[config.mk]
export PLATFORM = sky130hd
export DESIGN_NAME = iad_datapath
export DESIGN_NICKNAME = d
export VERILOG_FILES = /design/src/hdl/iad_pkg.sv /design/src/hdl/iad_regfile.sv /design/src/hdl/iad_alu.sv /design/src/hdl/iad_datapath.sv
export SDC_FILE = /design/constraint.sdc
export NUM_CORES = 1
export LEC_CHECK = 0
export BUFFER_PORTS_ARGS = -buffer_cell sky130_fd_sc_hd__buf_2
export CORE_MARGIN = 5
export CORE_UTILIZATION = 40
export DETAILED_ROUTE_END_ITERATION = 6
export GPL_TIMING_DRIVEN = 0
export PLACE_DENSITY_LB_ADDON = 0.25
export SYNTH_ARGS = -nofsm -noshare
export SYNTH_HDL_FRONTEND = slang
export SYNTH_SLANG_ARGS = --single-unit
[constraint.sdc]
create_clock -name CLK -period 6.61 [get_ports CLK]
set_input_delay 0.9915 -clock CLK [delete_from_list [all_inputs] [get_ports CLK]]
set_output_delay 0.9915 -clock CLK [all_outputs]
set_load 0.05 [all_outputs]
[src/hdl/iad_pkg.sv]
// Shared constants, codes and state types of the I/O processor ALU and bus datapath.
package iad_pkg;

   // ==========================================================
   // Widths and sizes
   localparam int DATA_W = 16;
   localparam int REG_N = 16;
   localparam int SEL_W = 4;
   localparam int DISP_W = 8;
   localparam int JAR_W = 8;
   localparam int AXI_AW = 8;

   // ==========================================================
   // Arithmetic unit operation codes
   typedef enum logic [3:0] {
      op_none = 4'h0,
      op_copy_bus_to_reg = 4'h1,
      op_add_bus_to_reg = 4'h2,
      op_and_bus_with_reg = 4'h3,
      op_or_bus_with_reg = 4'h4,
      op_xor_bus_with_reg = 4'h5,
      op_route_bus_through = 4'h6,
      op_route_first_reg = 4'h7,
      op_bump_second_reg_up = 4'h8,
      op_bump_second_reg_down = 4'h9,
      op_bump_bus_up = 4'ha,
      op_bump_bus_down = 4'hb,
      op_add_regs = 4'hc,
      op_sub_regs = 4'hd,
      op_route_second_reg = 4'he,
      op_route_aux_reg = 4'hf
   } iad_op_t;

   // ==========================================================
   // Transfer source, destination and special codes
   typedef enum logic [2:0] {
      SRC_ALU = 3'h0, SRC_DISP = 3'h1, SRC_FIB = 3'h2, SRC_IOR = 3'h3,
      SRC_PAC = 3'h4, SRC_CR = 3'h6, SRC_SPECIAL = 3'h7
   } iad_src_t;
   typedef enum logic [2:0] {
      DST_NONE = 3'h0, DST_FOB = 3'h2, DST_IOR = 3'h3, DST_JAR = 3'h4, DST_CR = 3'h6
   } iad_dst_t;
   localparam int SPECIAL_TRANSFER_FIELD_W = 3;
   localparam logic [SPECIAL_TRANSFER_FIELD_W-1:0] SPECIAL_TRANSFER_FIELD_PM_TO_IOR = 3'h0;
   localparam logic [SPECIAL_TRANSFER_FIELD_W-1:0] SPECIAL_TRANSFER_FIELD_IOR_TO_PM = 3'h1;

   // ==========================================================
   // Special transfer sequencer states, one-hot
   typedef enum logic [2:0] {
      FSM_IDLE = 3'b001, FSM_PM_READ = 3'b010, FSM_PM_WRITE = 3'b100
   } iad_fsm_t;

   // ==========================================================
   // Register map of the AXI4-Lite slave, byte addresses
   localparam logic [AXI_AW-1:0] REG_ALU_Y = 8'h00;
   localparam logic [AXI_AW-1:0] REG_BUS = 8'h04;
   localparam logic [AXI_AW-1:0] REG_AUX_Q = 8'h08;
   localparam logic [AXI_AW-1:0] REG_IOR = 8'h0c;
   localparam logic [AXI_AW-1:0] REG_CTRL = 8'h10;
   localparam logic [AXI_AW-1:0] REG_STATUS = 8'h14;
   localparam int STAT_BUSY_BIT = 8;
   localparam int STAT_DRIVEN_BIT = 9;
   localparam logic [1:0] RESP_OKAY = 2'h0;
   localparam logic [1:0] RESP_SLVERR = 2'h2;

endpackage

[src/hdl/iad_regfile.sv]
// Sixteen-entry general register file with two read ports and one write port.
`timescale 1ns/1ps
module iad_regfile #(
   parameter int W = iad_pkg::DATA_W,
   parameter int N = iad_pkg::REG_N
) (
   input wire logic clk, // Clock.
   input wire logic rst, // Synchronous reset, high.
   input wire logic [$clog2(N)-1:0] sel_a, // First operand select.
   input wire logic [$clog2(N)-1:0] sel_b, // Second operand and result select.
   input wire logic we, // Write the result into the second register.
   input wire logic [W-1:0] wdata, // Result to write.
   output logic [W-1:0] rd_a, // First operand.
   output logic [W-1:0] rd_b // Second operand.
);
   typedef struct packed {
      logic [N-1:0][W-1:0] r;
   } iad_rf_st_t;

   iad_rf_st_t st_q;
   iad_rf_st_t st_d;
   logic [N-1:0][W-1:0] nxt;

   // ==========================================================
   // Per-entry next value; a write lands at the cycle's end only.
   for (genvar i = 0; i < N; i++) begin : g_ent
      assign nxt[i] = (we && sel_b == ($clog2(N))'(i)) ? wdata : st_q.r[i];
   end

   // Reads see the values held before this cycle's write.
   assign rd_a = st_q.r[sel_a];
   assign rd_b = st_q.r[sel_b];

   // Next-state copy.
   always_comb begin
      st_d.r = nxt;
   end

   // State register.
   always_ff @(posedge clk) begin
      if (rst) begin
         st_q <= '0;
      end else begin
         st_q <= st_d;
      end
   end
endmodule // iad_regfile

[src/hdl/iad_alu.sv]
// Combinational arithmetic unit: operation decode, result and write enable.
`timescale 1ns/1ps
module iad_alu #(
   parameter int W = iad_pkg::DATA_W
) (
   input wire logic [3:0] op, // Operation code.
   input wire logic [W-1:0] a, // First register operand.
   input wire logic [W-1:0] b, // Second register operand.
   input wire logic [W-1:0] d, // Data bus operand.
   input wire logic [W-1:0] q, // Auxiliary register.
   output logic [W-1:0] y, // Arithmetic unit output.
   output logic wr_b // Result goes back to the second register.
);
   localparam logic [W-1:0] ONE = W'(1);

   // ==========================================================
   // One case over all sixteen codes; sums wrap at the data width.
   always_comb begin
      y = '0;
      wr_b = 1'b0;
      case (op)
         iad_pkg::op_copy_bus_to_reg: begin y = d; wr_b = 1'b1; end
         iad_pkg::op_add_bus_to_reg: begin y = d + a; wr_b = 1'b1; end
         iad_pkg::op_and_bus_with_reg: begin y = d & a; wr_b = 1'b1; end
         iad_pkg::op_or_bus_with_reg: begin y = d | a; wr_b = 1'b1; end
         iad_pkg::op_xor_bus_with_reg: begin y = d ^ a; wr_b = 1'b1; end
         iad_pkg::op_route_bus_through: y = d;
         // B is not written, since the write enable stays low, so it keeps its value.
         iad_pkg::op_route_first_reg: y = a;
         iad_pkg::op_bump_second_reg_up: begin y = b + ONE; wr_b = 1'b1; end
         iad_pkg::op_bump_second_reg_down: begin y = b - ONE; wr_b = 1'b1; end
         iad_pkg::op_bump_bus_up: y = d + ONE;
         iad_pkg::op_bump_bus_down: y = d - ONE;
         iad_pkg::op_add_regs: begin y = a + b; wr_b = 1'b1; end
         iad_pkg::op_sub_regs: begin y = b - a; wr_b = 1'b1; end
         iad_pkg::op_route_second_reg: y = b;
         iad_pkg::op_route_aux_reg: y = q;
         default: begin y = '0; wr_b = 1'b0; end
      endcase
   end
endmodule // iad_alu

[src/hdl/iad_datapath.sv]
// Top of the I/O processor datapath: transfer decode, bus, registers and AXI4-Lite slave.
// Contract
// - Fields A and B each select one of sixteen general registers.
// - Code 1 copies bus into B and outputs it.
// - Code 2 adds bus to A, writes B, outputs sum.
// - Codes 3, 4, 5: bus AND, OR, XOR A into B and out.
// - Code 6 passes bus to output, stores nothing.
// - Code 7 outputs A; B keeps its value.
// - Codes 10, 11 octal: B plus or minus one, written and output.
// - Codes 12, 13 octal output bus plus or minus one, unsaved.
// - Code 14 octal: A plus B into B and out.
// - Code 15 octal: B minus A into B and out.
// - Code 16 outputs B; code 17 outputs auxiliary Q.
// - Sources 0, 1, 2: arithmetic output, displacement, FIFO input buffer.
// - Sources 3, 4, 6: I/O register, address counter, control register.
// - Source 7 drops normal transfer and decodes the special field.
// - Destination 0 loads nothing; 2 and 3 load output buffer, I/O register.
// - Destinations 4 and 6 load jump address and control registers.
// - Special 0 copies program memory word into I/O register, two cycles.
// - Special 1 writes I/O register into program memory, two cycles.
// - Source drives from cycle start; destination captures at cycle end.
// - Jump address register takes only the low eight bus bits.
`timescale 1ns/1ps
module iad_datapath #(
   parameter int W = iad_pkg::DATA_W
) (
   input wire logic CLK, // Clock, 20 MHz.
   input wire logic RST, // Synchronous reset, high.
   input wire logic INSTR_VALID, // An instruction word is offered this cycle.
   output logic BUSY, // Second cycle of a special transfer; hold the word.
   input wire logic [iad_pkg::SEL_W-1:0] A_SEL, // First register select.
   input wire logic [iad_pkg::SEL_W-1:0] B_SEL, // Second register select.
   input wire logic [3:0] ALU_OP, // Arithmetic operation code.
   input wire logic [2:0] XFER_SRC, // Transfer source code.
   input wire logic [2:0] XFER_DST, // Transfer destination code.
   input wire logic [iad_pkg::SPECIAL_TRANSFER_FIELD_W-1:0] SPECIAL_TRANSFER_FIELD, // Special code.
   input wire logic [iad_pkg::DISP_W-1:0] EIGHT_BIT_DISPLACEMENT_FIELD, // Immediate.
   input wire logic [W-1:0] FIFO_INPUT_BUFFER, // Word at the FIFO head.
   input wire logic [W-1:0] PROGRAM_ADDRESS_COUNTER, // Sequencer address.
   input wire logic [W-1:0] PROGRAM_MEMORY_WORD, // Program memory read data.
   output logic PM_RD, // Program memory read cycle.
   output logic PM_WR, // Program memory write strobe.
   output logic [W-1:0] PM_WDATA, // Program memory write data.
   output logic [W-1:0] FIFO_OUTPUT_BUFFER, // Word for the output FIFO.
   output logic FOB_LOAD, // One-cycle pulse: output buffer loaded.
   output logic [W-1:0] IO_HOLDING_REGISTER, // I/O holding register.
   output logic [W-1:0] CONTROL_REGISTER, // Control register.
   output logic [iad_pkg::JAR_W-1:0] JUMP_ADDRESS_REGISTER, // Jump target.
   output logic JAR_LOAD, // One-cycle pulse: jump address loaded.
   output logic [W-1:0] ALU_Y, // Last arithmetic output.
   output logic [W-1:0] SHARED_DATA_BUS, // Last bus value.
   output logic BUS_DRIVEN, // Last bus had a source.
   input wire logic [iad_pkg::AXI_AW-1:0] S_AXI_AWADDR, // Write address.
   input wire logic S_AXI_AWVALID, // Write address valid.
   output logic S_AXI_AWREADY, // Write address ready.
   input wire logic [31:0] S_AXI_WDATA, // Write data.
   input wire logic [3:0] S_AXI_WSTRB, // Write strobes.
   input wire logic S_AXI_WVALID, // Write data valid.
   output logic S_AXI_WREADY, // Write data ready.
   output logic [1:0] S_AXI_BRESP, // Write response.
   output logic S_AXI_BVALID, // Write response valid.
   input wire logic S_AXI_BREADY, // Write response ready.
   input wire logic [iad_pkg::AXI_AW-1:0] S_AXI_ARADDR, // Read address.
   input wire logic S_AXI_ARVALID, // Read address valid.
   output logic S_AXI_ARREADY, // Read address ready.
   output logic [31:0] S_AXI_RDATA, // Read data.
   output logic [1:0] S_AXI_RRESP, // Read response.
   output logic S_AXI_RVALID, // Read data valid.
   input wire logic S_AXI_RREADY // Read data ready.
);

   // ==========================================================
   // Elaboration checks
   if (W < iad_pkg::DISP_W || W > 32) begin : g_bad_w
      $error("Data width must lie between the displacement width and 32.");
   end

   // ==========================================================
   // State
   typedef struct packed {
      iad_pkg::iad_fsm_t fsm;
      logic [W-1:0] io_holding_register;
      logic [W-1:0] cr;
      logic [iad_pkg::JAR_W-1:0] jar;
      logic jar_ld;
      logic [W-1:0] q;
      logic [W-1:0] y;
      logic [W-1:0] db;
      logic db_drv;
      logic [W-1:0] fob;
      logic fob_ld;
      logic aw_ok;
      logic [iad_pkg::AXI_AW-1:0] awaddr;
      logic w_ok;
      logic [31:0] wdata;
      logic [3:0] wstrb;
      logic bvalid;
      logic [1:0] bresp;
      logic rvalid;
      logic [31:0] rdata;
      logic [1:0] rresp;
   } iad_st_t;

   iad_st_t st_q;
   iad_st_t st_d;

   logic go;
   logic [W-1:0] rd_a;
   logic [W-1:0] rd_b;
   logic [W-1:0] y;
   logic alu_wr;
   logic [W-1:0] src_bus;
   logic src_drv;
   logic [W-1:0] bus;
   logic bus_drv;
   logic special;

   // ==========================================================
   // Register map helpers
   function automatic logic known_addr(input logic [iad_pkg::AXI_AW-1:0] ad);
      known_addr = (ad == iad_pkg::REG_ALU_Y) || (ad == iad_pkg::REG_BUS) ||
         (ad == iad_pkg::REG_AUX_Q) || (ad == iad_pkg::REG_IOR) ||
         (ad == iad_pkg::REG_CTRL) || (ad == iad_pkg::REG_STATUS);
   endfunction

   function automatic logic [31:0] widen(input logic [W-1:0] v);
      logic [31:0] t;
      t = '0;
      t[W-1:0] = v;
      widen = t;
   endfunction

   // ==========================================================
   // An instruction is taken only while no special transfer is in its second cycle.
   assign go = INSTR_VALID && (st_q.fsm == iad_pkg::FSM_IDLE);
   assign special = (XFER_SRC == iad_pkg::SRC_SPECIAL);

   // ==========================================================
   // Register file and arithmetic unit.
   iad_regfile #(.W(W), .N(iad_pkg::REG_N)) u_rf (
      .clk(CLK),
      .rst(RST),
      .sel_a(A_SEL),
      .sel_b(B_SEL),
      .we(go && alu_wr),
      .wdata(y),
      .rd_a(rd_a),
      .rd_b(rd_b)
   );

   iad_alu #(.W(W)) u_alu (
      .op(ALU_OP),
      .a(rd_a),
      .b(rd_b),
      .d(src_bus),
      .q(st_q.q),
      .y(y),
      .wr_b(alu_wr)
   );

   // ==========================================================
   // Non-arithmetic bus sources. The arithmetic unit reads only these, so
   // when it is itself the source its bus operand is zero; this breaks
   // the loop that the unit would otherwise form through the bus.
   always_comb begin
      src_bus = '0;
      src_drv = 1'b1;
      case (XFER_SRC)
         iad_pkg::SRC_DISP: src_bus = W'(EIGHT_BIT_DISPLACEMENT_FIELD);
         iad_pkg::SRC_FIB: src_bus = FIFO_INPUT_BUFFER;
         iad_pkg::SRC_IOR: src_bus = st_q.io_holding_register;
         iad_pkg::SRC_PAC: src_bus = PROGRAM_ADDRESS_COUNTER;
         iad_pkg::SRC_CR: src_bus = st_q.cr;
         default: src_drv = 1'b0;
      endcase
   end

   // The source drives for the whole cycle; arithmetic output is source 0.
   assign bus = (XFER_SRC == iad_pkg::SRC_ALU) ? y : src_bus;
   assign bus_drv = (XFER_SRC == iad_pkg::SRC_ALU) || src_drv;

   // ==========================================================
   // Handshake outputs.
   assign BUSY = (st_q.fsm != iad_pkg::FSM_IDLE);
   assign PM_RD = (st_q.fsm == iad_pkg::FSM_PM_READ);
   assign PM_WR = (st_q.fsm == iad_pkg::FSM_PM_WRITE);
   assign S_AXI_AWREADY = !st_q.aw_ok && !st_q.bvalid;
   assign S_AXI_WREADY = !st_q.w_ok && !st_q.bvalid;
   assign S_AXI_ARREADY = !st_q.rvalid;

   // Registered data outputs.
   assign PM_WDATA = st_q.io_holding_register;
   assign FIFO_OUTPUT_BUFFER = st_q.fob;
   assign FOB_LOAD = st_q.fob_ld;
   assign IO_HOLDING_REGISTER = st_q.io_holding_register;
   assign CONTROL_REGISTER = st_q.cr;
   assign JUMP_ADDRESS_REGISTER = st_q.jar;
   assign JAR_LOAD = st_q.jar_ld;
   assign ALU_Y = st_q.y;
   assign SHARED_DATA_BUS = st_q.db;
   assign BUS_DRIVEN = st_q.db_drv;
   assign S_AXI_BVALID = st_q.bvalid;
   assign S_AXI_BRESP = st_q.bresp;
   assign S_AXI_RVALID = st_q.rvalid;
   assign S_AXI_RDATA = st_q.rdata;
   assign S_AXI_RRESP = st_q.rresp;

   // ==========================================================
   // Next state: instruction execution, special transfers and bus slave.
   always_comb begin
      logic [31:0] qw;
      qw = '0;
      st_d = st_q;
      st_d.fob_ld = 1'b0;
      st_d.jar_ld = 1'b0;

      // Destinations capture the bus at the end of the taken cycle.
      if (go) begin
         st_d.y = y;
         st_d.db = bus_drv ? bus : '0;
         st_d.db_drv = bus_drv;
         if (special) begin
            case (SPECIAL_TRANSFER_FIELD)
               iad_pkg::SPECIAL_TRANSFER_FIELD_PM_TO_IOR: st_d.fsm = iad_pkg::FSM_PM_READ;
               iad_pkg::SPECIAL_TRANSFER_FIELD_IOR_TO_PM: st_d.fsm = iad_pkg::FSM_PM_WRITE;
               default: st_d.fsm = iad_pkg::FSM_IDLE;
            endcase
         end else begin
            case (XFER_DST)
               iad_pkg::DST_FOB: begin
                  st_d.fob = bus;
                  st_d.fob_ld = 1'b1;
               end
               iad_pkg::DST_IOR: st_d.io_holding_register = bus;
               iad_pkg::DST_JAR: begin
                  st_d.jar = bus[iad_pkg::JAR_W-1:0];
                  st_d.jar_ld = 1'b1;
               end
               iad_pkg::DST_CR: st_d.cr = bus;
               default: st_d.fob_ld = 1'b0;
            endcase
         end
      end

      // Second cycle of a special transfer; no new word is taken meanwhile.
      case (st_q.fsm)
         iad_pkg::FSM_IDLE: st_d.fsm = st_d.fsm;
         iad_pkg::FSM_PM_READ: begin
            st_d.io_holding_register = PROGRAM_MEMORY_WORD;
            st_d.fsm = iad_pkg::FSM_IDLE;
         end
         iad_pkg::FSM_PM_WRITE: st_d.fsm = iad_pkg::FSM_IDLE;
         default: st_d.fsm = iad_pkg::FSM_IDLE;
      endcase

      // Write channel: address and data are taken in either order.
      if (S_AXI_AWVALID && S_AXI_AWREADY) begin
         st_d.aw_ok = 1'b1;
         st_d.awaddr = S_AXI_AWADDR;
      end
      if (S_AXI_WVALID && S_AXI_WREADY) begin
         st_d.w_ok = 1'b1;
         st_d.wdata = S_AXI_WDATA;
         st_d.wstrb = S_AXI_WSTRB;
      end
      // Only Q is writable; the other words belong to the instruction stream,
      // and letting software write them would race the datapath.
      if (st_q.aw_ok && st_q.w_ok) begin
         st_d.aw_ok = 1'b0;
         st_d.w_ok = 1'b0;
         st_d.bvalid = 1'b1;
         st_d.bresp = known_addr(st_q.awaddr) ? iad_pkg::RESP_OKAY : iad_pkg::RESP_SLVERR;
         if (st_q.awaddr == iad_pkg::REG_AUX_Q) begin
            qw = widen(st_q.q);
            for (int i = 0; i < 4; i++) begin
               if (st_q.wstrb[i]) begin
                  qw[8*i +: 8] = st_q.wdata[8*i +: 8];
               end
            end
            st_d.q = qw[W-1:0];
         end
      end else if (st_q.bvalid && S_AXI_BREADY) begin
         st_d.bvalid = 1'b0;
      end

      // Read channel: data appears one cycle after the address is taken.
      if (S_AXI_ARVALID && S_AXI_ARREADY) begin
         st_d.rvalid = 1'b1;
         st_d.rresp = known_addr(S_AXI_ARADDR) ? iad_pkg::RESP_OKAY : iad_pkg::RESP_SLVERR;
         case (S_AXI_ARADDR)
            iad_pkg::REG_ALU_Y: st_d.rdata = widen(st_q.y);
            iad_pkg::REG_BUS: st_d.rdata = widen(st_q.db);
            iad_pkg::REG_AUX_Q: st_d.rdata = widen(st_q.q);
            iad_pkg::REG_IOR: st_d.rdata = widen(st_q.io_holding_register);
            iad_pkg::REG_CTRL: st_d.rdata = widen(st_q.cr);
            iad_pkg::REG_STATUS: begin
               st_d.rdata = '0;
               st_d.rdata[iad_pkg::JAR_W-1:0] = st_q.jar;
               st_d.rdata[iad_pkg::STAT_BUSY_BIT] = BUSY;
               st_d.rdata[iad_pkg::STAT_DRIVEN_BIT] = st_q.db_drv;
            end
            default: st_d.rdata = '0;
         endcase
      end else if (st_q.rvalid && S_AXI_RREADY) begin
         st_d.rvalid = 1'b0;
      end
   end

   // ==========================================================
   // State register.
   always_ff @(posedge CLK) begin
      if (RST) begin
         st_q <= '0;
         st_q.fsm <= iad_pkg::FSM_IDLE;
      end else begin
         st_q <= st_d;
      end
   end

endmodule // iad_datapath

; Word level (Yosys, flattened, before mapping)
; Cells that the tools add are included.
[totals]
out_inout_bits = 151
reg_bits = 432
[classes]
bitwise_logic = 6
n_reduce_logical = 63
n_lt_le_gt_ge = 2
n_mux = 25
add_sub_neg = 7
eq_ne = 56
[ops]
columns = cell, n
row1 = 16-bit one-hot mux with 14 select lines, 1
row2 = 16-bit binary-select mux with 4-bit select, 2
row3 = 16-bit 2-to-1 mux, 7
row4 = 16-bit one-hot mux with 6 select lines, 1
row5 = 41-bit 2-to-1 mux, 2
row6 = 16-bit one-hot mux with 5 select lines, 1
row7 = "4-bit == test, second input constant", 16
row8 = "16-bit by 1-bit adder with 16-bit output, second input constant", 2
row9 = 16-bit adder, 2
row10 = "4-bit by 3-bit == test with 1-bit output, second input constant", 8
row11 = "8-bit by 4-bit == test with 1-bit output, second input constant", 4
row12 = "8-bit by 5-bit == test with 1-bit output, second input constant", 4
row13 = "16-bit by 1-bit subtractor with 16-bit output, second input constant", 2
row14 = 1-bit logical AND, 26
row15 = "3-bit == test, second input constant", 6
row16 = 3-bit AND reduction, 6
row17 = 16-bit AND, 1
row18 = "4-bit by 2-bit == test with 1-bit output, second input constant", 4
row19 = "8-bit by 3-bit == test with 1-bit output, second input constant", 2
row20 = 8-bit zero test, 2
row21 = 16-bit bitwise OR, 1
row22 = 16-bit subtractor, 1
row23 = 16-bit XOR, 1
row24 = "3-bit by 2-bit == test with 1-bit output, second input constant", 5
row25 = 20 further kinds, 52

; Depth between registers and ports, before layout
[depth]
depth_word = 9
depth_mapped = 25
mapped_depth_nobuf = 22

; Hierarchy
; A second synthesis with hierarchy kept.
[hier_totals]
cells_unflattened = 3086
hier_area_um2 = 26056.2
[by_module_without_submodules]
columns = module, n_inst, area_each_um2, seq_area_each_um2, cells_per_inst
row1 = iad_regfile, 1, 13601.8, 5124.9, 1486
row2 = iad_datapath, 1, 8603.3, 3163.0, 1014
row3 = iad_alu, 1, 3851.2, 0.0, 586

; Worst setup path before layout
; OpenSTA, ideal clock, no wires.
[synth_path]
path_type = input to register
from = input B_SEL[0] in the netlist's numbering
to = register u_rf.st_q[110] in the netlist's numbering
slack_ns = -0.004
n_path_buf = 5
stages = 22
t_arrival_ns = 6.476
cell_sequence = clkbuf_1 -> buf_2 -> buf_2 -> buf_1 -> mux4_2 -> mux4_2 -> inv_1 -> ha_1 -> inv_1 -> fa_1 -> a21o_1 -> a21oi_1 -> o21bai_1 -> a21oi_1 -> o21bai_1 -> a21oi_1 -> o21ai_0 -> o41ai_1 -> mux2i_1 -> nor2_1 -> clkbuf_1 -> a211oi_1
[synth_between]
elab_chain_len = 4
elab_cells_between_ends = 9
classes_between = add/sub: 4 / eq/ne: 1 / mux: 3 / reduce/logical: 1
[synth_rtl]
columns = element, line_no
row1 = "start, declared", iad_datapath.sv:32  ; input wire logic [iad_pkg::SEL_W-1:0] B_SEL,
row2 = 16-bit binary-select mux with 4-bit select, iad_regfile.sv:32  ; assign rd_b = st_q.r[sel_b];
row3 = 16-bit 2-to-1 mux (not written as such), iad_regfile.sv:32
row4 = "16-bit subtractor, or another cell as far along", iad_alu.sv:35  ; iad_pkg::op_sub_regs: begin y = b - a; wr_b = 1'b1; end
row5 = 16-bit one-hot mux with 14 select lines, iad_alu.sv:21  ; case (op)
row6 = "end signal, assigned", iad_regfile.sv:44  ; st_q <= st_d;
row7 = "end, declared", iad_regfile.sv:20  ; iad_rf_st_t st_q;
; Several ways; a longest one is shown, not always the timed one. The select of a mux whose other input is x is not followed.
; A chain may end at the register's enable or synchronous reset.

; Final worst setup path
[layout_path]
from = input B_SEL[1] in the netlist's numbering
to = register u_rf.st_q[12] in the netlist's numbering
; The elaborated chain is that of the path after synthesis.

==> results.sh <==
export IMPL_fp_dieArea_um2=64500
export IMPL_regToRegSetupSlack_ps=670
export IMPL_fin_crit_sh_pct=96.1
export IMPL_async_flop_share_pct=0
export IMPL_fin_crit_ps=6350
export IMPL_crit_end="u_rf.st_q[12]"
export IMPL_grt_pass1_wl_mm=137
export IMPL_initial_core_util_pct=40.3
export IMPL_finalHoldViolCount=0
export IMPL_power_frac_seq_pct=40.0
export IMPL_slew_viol_final=0
export IMPL_grt_busiest_layer="met2"
export IMPL_clkLatencyLatePin_ps=630
export IMPL_dr_pass1_iters=7
export IMPL_leakage_uw=0.0107
export IMPL_relSlewSlack_pct=24.2
export IMPL_clk_path_buf_depth=3
export IMPL_post_cts_setup_buffers=0
export IMPL_post_cts_resized=31
export IMPL_hold_worst_slack_ps=459
export IMPL_numCtsBuffers=46
export IMPL_p_int_uw=4580
export IMPL_reg2reg_from="u_rf.st_q[80]"
export IMPL_cp_max_fo=14
export IMPL_critPathMaxStageDelay_ps=540
export IMPL_die_width_um=254
export IMPL_use_met3_pct=4.11
export IMPL_grt_antenna_before_repair=1
export IMPL_yosys_warnings=0
export IMPL_core_area_um2=59000
export IMPL_switching_share_pct=30.2
export IMPL_fin_tns_setup_ps=0
export IMPL_setup_slack_ps=257
export IMPL_crit_buf_inv=6
export IMPL_power_density_nw_per_um2=235
export IMPL_fmax_ghz=0.157
export IMPL_tightestPinTransition_ps=1130
export IMPL_cp_num_cells=21
export IMPL_r2r_end="u_rf.st_q[12]"
export IMPL_final_core_util_pct=47.2
export IMPL_die_y_um=254
export IMPL_critPathArrivalTime_ps=6800
export IMPL_portBuffers=243
export IMPL_syn_avg_cell_area_um2=9.36
export IMPL_p_sw_uw=1980
export IMPL_required_ps=7060
export IMPL_hold_buffers=0
export IMPL_grt_ovfl_total=0
export IMPL_layout_drive_gt1_share_pct=23.8
export IMPL_drc=1
export IMPL_status="finished, violations left"
export IMPL_violations="DRC"
export IMPL_dp_slack_ps=-2580
export IMPL_path_delay_family="compound AO/OA/AOI/OAI gates"
export IMPL_postRouteAntennaNets=0
export IMPL_ir_worst_vdd_uv=243
export IMPL_grt_pass1_vias=21400
export IMPL_min_path_type="flop to flop"
export IMPL_path_common_cell="a21oi_1"
export IMPL_clockPowerShare_pct=42.5
export IMPL_grt_util_met2_pct=47.8
export IMPL_synth_edf_count=0
export IMPL_clock_skew_ps=58.7
export IMPL_avgRoutedWirePerCell_um=25.5
export IMPL_critPathLaunch="B_SEL[1]"
export IMPL_ios=288
export IMPL_max_cap_violations=0
export IMPL_num_rows=89
export IMPL_crit_type="input pin to flop"
export IMPL_num_vias=22000
export IMPL_ctsRootBufferMaster="clkbuf_16"
export IMPL_ys_seq_elements=414
export IMPL_rsz0062_at_grt="no"
export IMPL_clkSlewWorstSetupHoldPaths_ps=60
export IMPL_power_uw=6560
export IMPL_seq_area_frac_synth_pct=34.8
export IMPL_slowest_stage="mux4_2"
export IMPL_routed_via_density=6.00
export IMPL_setup_viol=0
export IMPL_finalWirelength_mm=93.6
export IMPL_area_growth_syn_to_layout_pct=17.0
export IMPL_synth_flop_cell="dfxtp_1"
export IMPL_grt_max_degree=15
export IMPL_synth_area_um2=23800
export IMPL_hpwl_mm=75.5
export IMPL_h_tree_depth=2
export IMPL_cts_tree="done"
export IMPL_grt_usage_pct=27.9
export IMPL_r2r_worst_path_cells=19
export IMPL_drt_iter0_markers=2072
export IMPL_combPwrFrac_pct=17.5
export IMPL_met1_usage_pct=34.9
export IMPL_synthCells=2543
export IMPL_path_cells="clkbuf_4, buf_4, clkbuf_4, mux4_2, mux4_2, inv_1, ha_1, inv_1, fa_1, a21o_1, a21oi_1, o21bai_1, a21oi_1, o21bai_1, a21oi_1, o211ai_1, a21oi_1, mux2i_2, nor2_2, clkbuf_1, a211oi_1"
export IMPL_critPathLaunchType="input pin"
export IMPL_place_congestion=0.963
export IMPL_hold_depth=2
export IMPL_nets=3054
export IMPL_endpoint_kind="flop"
export IMPL_ys_types=76
export IMPL_cts_sinks=414
-- final cells by class --
class	count	area (um^2)
tap	773	967
timing repair buffer	247	1240
clock buffer	65	1310
buffer	365	2030
fill	5651	31200
antenna	1	2.50
multi-input combinational	1724	13500
inverter	54	203
clock inverter	21	337
sequential	414	8290
-- metal layers --
| layer | up-vias | part of all wire (%) |
|---|---|---|
| met1 | 10700 | 39 |
| li1 | 9926 | - |
| met5 | - | 0.014 |
| met2 | 1155 | 48 |
| met3 | 217 | 8.2 |
| met4 | 2 | 5.2 |
-- flip-flops by register name, indices dropped and copies added, names as in the netlist, 8 cells and up --
name                   flops
FIFO_OUTPUT_BUFFER        16
S_AXI_RDATA               16
CONTROL_REGISTER          16
JUMP_ADDRESS_REGISTER      8
ALU_Y                     16
u_rf.st_q                256
st_q                      47
SHARED_DATA_BUS           16
IO_HOLDING_REGISTER       16
-- kinds of logic (layout without fill, tap and decap cells) --
family | count (synthesis) | count (layout) | share of synthesized area [%]
adder cells (fa/ha/maj) | 65 | 65 | 3.48
XOR/XNOR | 26 | 26 | 0.956
multiplexers | 235 | 235 | 18.4
buffers and inverters | 422 | 752 | 9.21
AO/OA/AOI/OAI | 657 | 657 | 20.1
flip-flops | 414 | 414 | 34.8
other | 1 | 19 | 0.0157
AND/OR/NAND/NOR | 723 | 723 | 13.0
-- layout by cell type, fill, tap and decap left out, drive strengths merged, types with 12 or more instances in the layout --
| master | count |
|---|---|
| a211oi | 317 |
| a21oi | 60 |
| a221oi | 45 |
| a22oi | 62 |
| buf | 419 |
| clkbuf | 256 |
| conb | 18 |
| dfxtp | 414 |
| ha | 63 |
| inv | 56 |
| mux2 | 15 |
| mux2i | 64 |
| mux4 | 156 |
| nand2 | 132 |
| nand2b | 12 |
| nand3 | 19 |
| nor2 | 439 |
| nor2b | 27 |
| nor3 | 35 |
| o21a | 17 |
| o21ai | 68 |
| xnor2 | 20 |
-- metrics by stage --
stage	instance area (um^2)	std cells
after global routing	27900	3663
after floorplan	23900	2560
after CTS	27800	3665
after detailed placement	26100	3580
final	27900	3664
after global placement	26100	3576
-- Yosys cell counts, types with 8 or more instances --
| cell | n | share of area [%] |
|---|---|---|
| nor2_1 | 439 | 6.9 |
| dfxtp_1 | 414 | 35 |
| a211oi_1 | 305 | 9.6 |
| clkbuf_1 | 188 | 3.0 |
| buf_4 | 143 | 4.5 |
| mux4_2 | 143 | 14 |
| nand2_1 | 130 | 2.0 |
| o21ai_0 | 66 | 1.4 |
| mux2i_1 | 64 | 2.7 |
| ha_1 | 63 | 3.3 |
| a22oi_1 | 61 | 1.9 |
| a21oi_1 | 60 | 1.3 |
| inv_1 | 54 | 0.85 |
| a221oi_1 | 45 | 1.7 |
| nor3_1 | 34 | 0.71 |
| nor2b_1 | 27 | 0.71 |
| buf_1 | 20 | 0.32 |
| xnor2_1 | 20 | 0.74 |
| nand3_1 | 19 | 0.40 |
| o21a_1 | 16 | 0.50 |
| mux2_2 | 14 | 0.66 |
| mux4_1 | 13 | 1.4 |
| a211oi_2 | 12 | 0.63 |
| nand2b_1 | 12 | 0.32 |
| o22ai_1 | 11 | 0.29 |
| and3_1 | 10 | 0.26 |
| buf_2 | 10 | 0.21 |
| a311oi_1 | 9 | 0.33 |
| and2_1 | 9 | 0.24 |
| a21o_1 | 8 | 0.25 |
| o22a_1 | 8 | 0.29 |
| or3_1 | 8 | 0.21 |
-- tightest hold or removal path, cell delays in order, from the launching register on --
cell	delay, ps
dfxtp_1	310
nand2_1	50
a21oi_1	50
-- power groups by stage --
stage	Clock, uW	Combinational (uW)	Sequential, uW
final	2790	1150	2620
after detailed placement	0	1120	2680
after floorplan	0	775	2650
after CTS	2800	1130	2620
after global placement	0	1100	2670
after global routing	2900	1220	2630
-- how the worst min path moves through the flow --
stage,from,end,slack (ps)
final,st_q[47],st_q[47],460
after global routing,st_q[47],st_q[47],480
after CTS,st_q[38],st_q[38],460
after detailed placement,st_q[38],st_q[38],450
after global placement,st_q[82],st_q[82],450
after floorplan,st_q[42],st_q[42],440
No activity file was read; power rests on OpenSTA's default activity.
